## config.mk

```make
export PLATFORM = sky130hd
export DESIGN_NAME = isoi_core
export DESIGN_NICKNAME = d
export VERILOG_FILES = /design/src/hw/isoi_pkg.sv /design/src/hw/isoi_core.sv /design/src/hw/isoi_alu.sv
export SDC_FILE = /design/constraint.sdc
export NUM_CORES = 1
export LEC_CHECK = 0
export BUFFER_PORTS_ARGS = -buffer_cell sky130_fd_sc_hd__buf_2
export CAP_MARGIN = 20
export CELL_PAD_IN_SITES_DETAIL_PLACEMENT = 0
export CELL_PAD_IN_SITES_GLOBAL_PLACEMENT = 1
export CORE_UTILIZATION = 44
export DETAILED_ROUTE_END_ITERATION = 16
export PLACE_DENSITY_LB_ADDON = 0.15
export SLEW_MARGIN = 0
export SYNTH_ARGS = -nofsm -noshare
export SYNTH_HDL_FRONTEND = slang
export SYNTH_SLANG_ARGS = --single-unit
export TNS_END_PERCENT = 20
```

## constraint.sdc

```tcl
create_clock -name sys_clk -period 4.8 [get_ports sys_clk]
set_clock_uncertainty 0.05 [all_clocks]
set_input_delay 0.72 -clock sys_clk [delete_from_list [all_inputs] [get_ports sys_clk]]
set_output_delay 0.72 -clock sys_clk [all_outputs]
set_load 0.02 [all_outputs]
```

## src/hw/isoi_pkg.sv

```systemverilog
// Package for the increment-skip / OR instruction execution block.
// Assumes a 14-bit instruction word and an 8-bit data path.
package isoi_pkg;
	localparam int ISOI_IW = 14;
	localparam int ISOI_DW = 8;
	localparam int ISOI_AW = 7;
	// Opcode fields, bits 13:8
	localparam logic [5:0] ISOI_OP_INC_SKIP = 6'h0F;
	localparam logic [5:0] ISOI_OP_OR_LIT = 6'h38;
	localparam logic [5:0] ISOI_OP_OR_FILE = 6'h04;
	localparam int ISOI_OP_HI = 13;
	localparam int ISOI_OP_LO = 8;
	localparam int ISOI_DEST_BIT = 7;
	localparam logic [7:0] ISOI_ZERO = 8'h00;
	localparam logic [7:0] ISOI_ONE = 8'h01;
	localparam logic [7:0] ISOI_W_RESET = 8'h00;
	// Quarter phase one-hot codes
	typedef enum logic [3:0] {
		ISOI_Q1 = 4'b0001,
		ISOI_Q2 = 4'b0010,
		ISOI_Q3 = 4'b0100,
		ISOI_Q4 = 4'b1000
	} isoi_phase_t;
	typedef enum logic [3:0] {
		ISOI_OP_NONE = 4'b0001,
		ISOI_OP_INC = 4'b0010,
		ISOI_OP_ORL = 4'b0100,
		ISOI_OP_ORF = 4'b1000
	} isoi_op_t;
endpackage

```

## src/hw/isoi_core.sv

```systemverilog
// Executes increment-skip-if-zero and the two inclusive OR instructions.
// Assumes the register file answers a read address combinationally and
// that the fetch unit presents the next instruction word at each Q1.
// Functional notes
// - Increment file, result to W or file
// - Zero result: skip next, two cycles
// - Nonzero result: next runs, one cycle
// - OR literal with working register
// - OR literal result to W, Z updated
// - OR W with file, chosen destination
// - Four quarters: decode, read, process, write
`timescale 1ns/10ps
module isoi_core
	import isoi_pkg::*;
(
	input wire logic sys_clk,
	input wire logic nrst,
	input wire logic [13:0] instr,
	input wire logic [7:0] file_rdata,
	output logic [6:0] file_addr,
	output logic [7:0] file_wdata,
	output logic file_we,
	output logic [7:0] w_reg,
	output logic zero_flag,
	output logic zero_we,
	output logic pc_advance,
	output logic cycle_q4,
	output logic no_operation_cycle
);
	isoi_phase_t phase, next_phase;
	isoi_op_t op, next_op;
	logic [13:0] ir, next_ir;
	logic [7:0] opnd, next_opnd;
	logic [7:0] res, next_res;
	logic res_zero, next_res_zero;
	logic skip_pend, next_skip_pend;
	logic nop_cyc, next_nop_cyc;
	logic [6:0] next_file_addr;
	logic [7:0] next_file_wdata, next_w_reg;
	logic next_file_we, next_zero_flag, next_zero_we;
	logic next_pc_advance, next_cycle_q4;
	logic [7:0] alu_res;
	logic alu_zero;
	logic dest_file;

	assign dest_file = ir[ISOI_DEST_BIT];

	isoi_alu u_alu (
		.op(op),
		.w_val(w_reg),
		.file_val(opnd),
		.lit_val(ir[ISOI_DW-1:0]),
		.result(alu_res),
		.is_zero(alu_zero)
	);

	// Quarter sequencing and per-quarter work
	always_comb begin
		next_phase = phase;
		next_op = op;
		next_ir = ir;
		next_opnd = opnd;
		next_res = res;
		next_res_zero = res_zero;
		next_skip_pend = skip_pend;
		next_nop_cyc = nop_cyc;
		next_file_addr = file_addr;
		next_file_wdata = file_wdata;
		next_w_reg = w_reg;
		next_file_we = 1'b0;
		next_zero_flag = zero_flag;
		next_zero_we = 1'b0;
		next_pc_advance = 1'b0;
		next_cycle_q4 = 1'b0;
		case (phase)
			ISOI_Q1: begin
				next_phase = ISOI_Q2;
				next_ir = instr;
				next_file_addr = instr[ISOI_AW-1:0];
				// A pending skip turns this fetched word into a dead cycle
				next_nop_cyc = skip_pend;
				next_skip_pend = 1'b0;
				if (skip_pend)
					next_op = ISOI_OP_NONE;
				else if (instr[ISOI_OP_HI:ISOI_OP_LO] == ISOI_OP_INC_SKIP)
					next_op = ISOI_OP_INC;
				else if (instr[ISOI_OP_HI:ISOI_OP_LO] == ISOI_OP_OR_LIT)
					next_op = ISOI_OP_ORL;
				else if (instr[ISOI_OP_HI:ISOI_OP_LO] == ISOI_OP_OR_FILE)
					next_op = ISOI_OP_ORF;
				else
					next_op = ISOI_OP_NONE;
			end
			ISOI_Q2: begin
				next_phase = ISOI_Q3;
				next_opnd = file_rdata;
			end
			ISOI_Q3: begin
				next_phase = ISOI_Q4;
				next_res = alu_res;
				next_res_zero = alu_zero;
			end
			ISOI_Q4: begin
				next_phase = ISOI_Q1;
				next_cycle_q4 = 1'b1;
				next_pc_advance = 1'b1;
				next_file_wdata = res;
				case (op)
					ISOI_OP_INC: begin
						// Flags untouched by the increment
						if (dest_file)
							next_file_we = 1'b1;
						else
							next_w_reg = res;
						next_skip_pend = res_zero;
					end
					ISOI_OP_ORL: begin
						next_w_reg = res;
						next_zero_flag = res_zero;
						next_zero_we = 1'b1;
					end
					ISOI_OP_ORF: begin
						if (dest_file)
							next_file_we = 1'b1;
						else
							next_w_reg = res;
						next_zero_flag = res_zero;
						next_zero_we = 1'b1;
					end
					default: begin
						next_w_reg = w_reg;
					end
				endcase
			end
			default: next_phase = ISOI_Q1;
		endcase
	end

	// State registers; reset is not documented, so a clean Q1 start is used
	always_ff @(posedge sys_clk) begin
		if (!nrst) begin
			phase <= ISOI_Q1;
			op <= ISOI_OP_NONE;
			ir <= '0;
			opnd <= ISOI_ZERO;
			res <= ISOI_ZERO;
			res_zero <= 1'b0;
			skip_pend <= 1'b0;
			nop_cyc <= 1'b0;
			file_addr <= '0;
			file_wdata <= ISOI_ZERO;
			w_reg <= ISOI_W_RESET;
			file_we <= 1'b0;
			zero_flag <= 1'b0;
			zero_we <= 1'b0;
			pc_advance <= 1'b0;
			cycle_q4 <= 1'b0;
		end else begin
			phase <= next_phase;
			op <= next_op;
			ir <= next_ir;
			opnd <= next_opnd;
			res <= next_res;
			res_zero <= next_res_zero;
			skip_pend <= next_skip_pend;
			nop_cyc <= next_nop_cyc;
			file_addr <= next_file_addr;
			file_wdata <= next_file_wdata;
			w_reg <= next_w_reg;
			file_we <= next_file_we;
			zero_flag <= next_zero_flag;
			zero_we <= next_zero_we;
			pc_advance <= next_pc_advance;
			cycle_q4 <= next_cycle_q4;
		end
	end

	assign no_operation_cycle = nop_cyc;
endmodule // isoi_core

```

## src/hw/isoi_alu.sv

```systemverilog
// Combinational data unit for the three instructions.
// Assumes operands are stable during the process-data quarter.
`timescale 1ns/10ps
module isoi_alu
	import isoi_pkg::*;
(
	input wire isoi_op_t op,
	input wire logic [7:0] w_val,
	input wire logic [7:0] file_val,
	input wire logic [7:0] lit_val,
	output logic [7:0] result,
	output logic is_zero
);
	// Increment or inclusive OR, zero detect on result
	always_comb begin
		case (op)
			ISOI_OP_INC: result = file_val + ISOI_ONE;
			ISOI_OP_ORL: result = w_val | lit_val;
			ISOI_OP_ORF: result = w_val | file_val;
			default: result = w_val;
		endcase
		is_zero = (result == ISOI_ZERO);
	end
endmodule // isoi_alu

```

==> metrics.md <==
| Metric | Value |
|---|---|
| Total count of max-transition violations in the final report | 0 |
| Total Negative Setup Slacks | 0 ns |
| Number of library cell types mapped by synthesis | 43 |
| Worst path max stage delay | 0.59 ns |
| PostCTS Resize Cnt | 0 |
| H-tree levels | 2 |
| Transition time at the pin with the least slew margin | 0.944 ns |
| Power density normalized to cell area | 310 nW/um^2 |
| Leakage | 1.24 nW |
| Tcrit/Tclk final | 42.1% |
| Unrepaired setup endpoints after global routing | no |
| Number of synthesized flops with an enable pin | 0 |
| Cell count after synthesis | 292 |
| Most common library cell in the layout ignoring fill and taps | nand2_1 |
| Total gr overflow | 0 |
| Total track usage | 19.8% |
| Largest area contributor in the synthesized netlist | dfxtp_1 |
| Post-layout net count | 354 |
| # port buffers | 52 |
| Worst slew margin relative to its limit | 36.9% |
| Category of the worst setup path launch point | flip-flop |
| Pin count of the biggest net entering global routing | 53 |
| Horizontal die dimension | 78.9 um |
| First-pass DRT Iterations | 4 |
| Number of buffers inserted during clock tree synthesis | 5 |
| Met3 track demand over resource in global routing | 3.22% |
| Num ports | 53 |
| Count of yosys warnings during synthesis | 0 |
| WP data arrival | 2.17 ns |
| Post-route DRC violation count | 0 |
| Global-route wire length before repair | 9.48 mm |
| Met2 track demand over resource | 30.8% |
| Number of buffers inserted by post-CTS setup repair | 0 |
| Post-layout total power | 0.910 mW |
| TritonCTS clock tree | done |
| Total vias in the final route | 2105 |
| Wire length after detailed routing | 5.56 mm |
| Buffer cell driving the clock tree root | clkbuf_8 |
| Total die area | 6220 um^2 |
| Area growth syn-to-layout | 13.0% |
| Worst path slowest cell | dfxtp_1 |
| Diodes inserted | 0 |
| Worst-Skew Late Latency | 0.31 ns |
| CTS Hold Bufs | 0 |
| CP Capture Type | flip-flop |
| # clock sinks | 55 |
| WHS | 0.416 ns |
| Y dimension of the die | 78.9 um |
| Vias in the first global route | 1937 |
| Mean instance size in the synthesized netlist | 8.90 um^2 |
| Worst EP required | 4.96 ns |
| Top area cells in the synthesized netlist | dfxtp_1 (42%), nand2_1 (8.7%), a21boi_0 (7.5%), mux2i_1 (5.4%), nor2b_1 (4.6%) |
| Area of the mapped netlist | 2600 um^2 |
| Area inside the core boundary | 5610 um^2 |
| Fin crit period | 2.02 ns |
| Placed wire-length estimate | 4.10 mm |
| Met1 track demand over resource in global routing | 26.9% |
| Hold violation count in the final report | 0 |
| Synthesized net count | 317 |
| Placer's final routability congestion estimate | 0.777 |
| Max cap viols | 0 |
| Status | completed |
| Final setup fails | 0 |
| Total of flip-flops plus latches after synthesis | 55 |
| Predominant post-synthesis flop cell | dfxtp_1 |
| Max rail drop VDD | 0.171 mV |
| Peak Freq | 495 MHz |
| Number of nets still failing antenna checks after routing | 0 |
| Clock-pin slew on the worst setup and hold paths | 0.09 ns |
| Share of cells above drive strength 1 | 22.1% |
| Ys async rst share | 0% |
| Cell chain of the critical path | nor2b_1 -> a22oi_1 -> o311ai_0 -> nor2_1 -> nand4_1 -> o22ai_2 |
| Worst min path class | reg -> reg |
| Setup CP Type | reg -> reg |
| Initial antenna violation count | 0 |
| Area share of the largest cell type after synthesis | 42.3% |
| Maximum fanout along the worst path | 14 |
| Standard-cell rows | 27 |
| Layer with the highest usage | met2 |
| Deepest clock path buffer count | 2 |
| Share of synthesized area occupied by flip-flops and latches | 42.3% |
| Effective utilization at floorplan | 46.4% |
| Wire length per cell | 13.8 um |
| Initial DRC Count | 81 |
| Commonest cells after routing, fill and taps aside | nand2_1 (60), dfxtp_1 (55), buf_2 (52), a21boi_0 (26), nor2b_1 (19) |
| Via/cell ratio | 5.24 |
per-layer routing:
metal  vias to the layer above  share of wire [%]
met2                        45                 43
met4                         0                1.8
met1                       972                 52
met3                         9                3.1
li1                       1079                  -
met5                         -                  0
cells by family after synthesis:
logic type / count (synthesis) / share of synthesized area (%)
and+or+nand+nor: 129 / 25.9
AOI/OAI and AO/OA: 60 / 18.0
DFF: 55 / 42.3
buffers and inverters: 26 / 5.58
muxes: 14 / 5.39
xor gates and xnor gates: 7 / 2.36
adders and majority gates: 1 / 0.481
area by class of cell:
class	instances	area [um^2]
Tap cell	72	90.1
Clock inverter	1	7.51
Sequential cell	55	1100
Multi-Input combinational cell	211	1360
Timing Repair Buffer	54	275
Inverter	2	7.51
Fill cell	578	2670
Clock buffer	7	96.3
synth_stat cells (all sizes together) (4+ instances only):
cell	n
xor2	4
nand3	7
nor2b	19
buf	12
dfxtp	55
clkbuf	12
a22o	6
a21oi	4
o21ai	6
nand2	60
a21boi	26
and3b	4
o211a	4
nor4b	5
mux2i	14
nor2	15
where the power goes:
part / leakage (nW) / internal (mW) / switching (mW) / total (mW)
Combinational: 0.745 / 0.0476 / 0.0766 / 0.124
Clock: 0.0505 / 0.131 / 0.147 / 0.279
Sequential: 0.446 / 0.479 / 0.0287 / 0.507
Total: 1.24 / 0.658 / 0.252 / 0.910
critical path, delay by kind of cell, from the launching register on:
family	cells	cell delay, ns
DFF	1	0.59
and+or+nand+nor	3	0.60
AOI/OAI and AO/OA	3	0.67
per-stage QoR:
stage / worst slack, ns / cells / utilization [%] / area [um^2]
floorplan: 3.03 / 292 / - / 2600
global placement: 2.84 / 393 / 50.4 / 2830
detailed placement: 2.79 / 394 / 50.5 / 2830
CTS: 2.78 / 402 / 52.4 / 2940
global route: 2.56 / 402 / 52.4 / 2940
finish: 2.78 / 402 / 52.4 / 2940
path summary, 6_finish.rpt:
kind	start	endpoint	slack (ns)	depth (start not counted)
hold reg to reg	file_wdata[7]$_SDFFE_PN0P_	file_wdata[7]$_SDFFE_PN0P_	0.42	2
setup reg to reg	op[3]$_SDFFE_PN0P_	res_zero$_SDFFE_PN0P_	2.78	6
setup / recovery	op[3]$_SDFFE_PN0P_	res_zero$_SDFFE_PN0P_	2.78	6
hold / removal	file_wdata[7]$_SDFFE_PN0P_	file_wdata[7]$_SDFFE_PN0P_	0.42	2
Power figures use the tool's default switching activity.
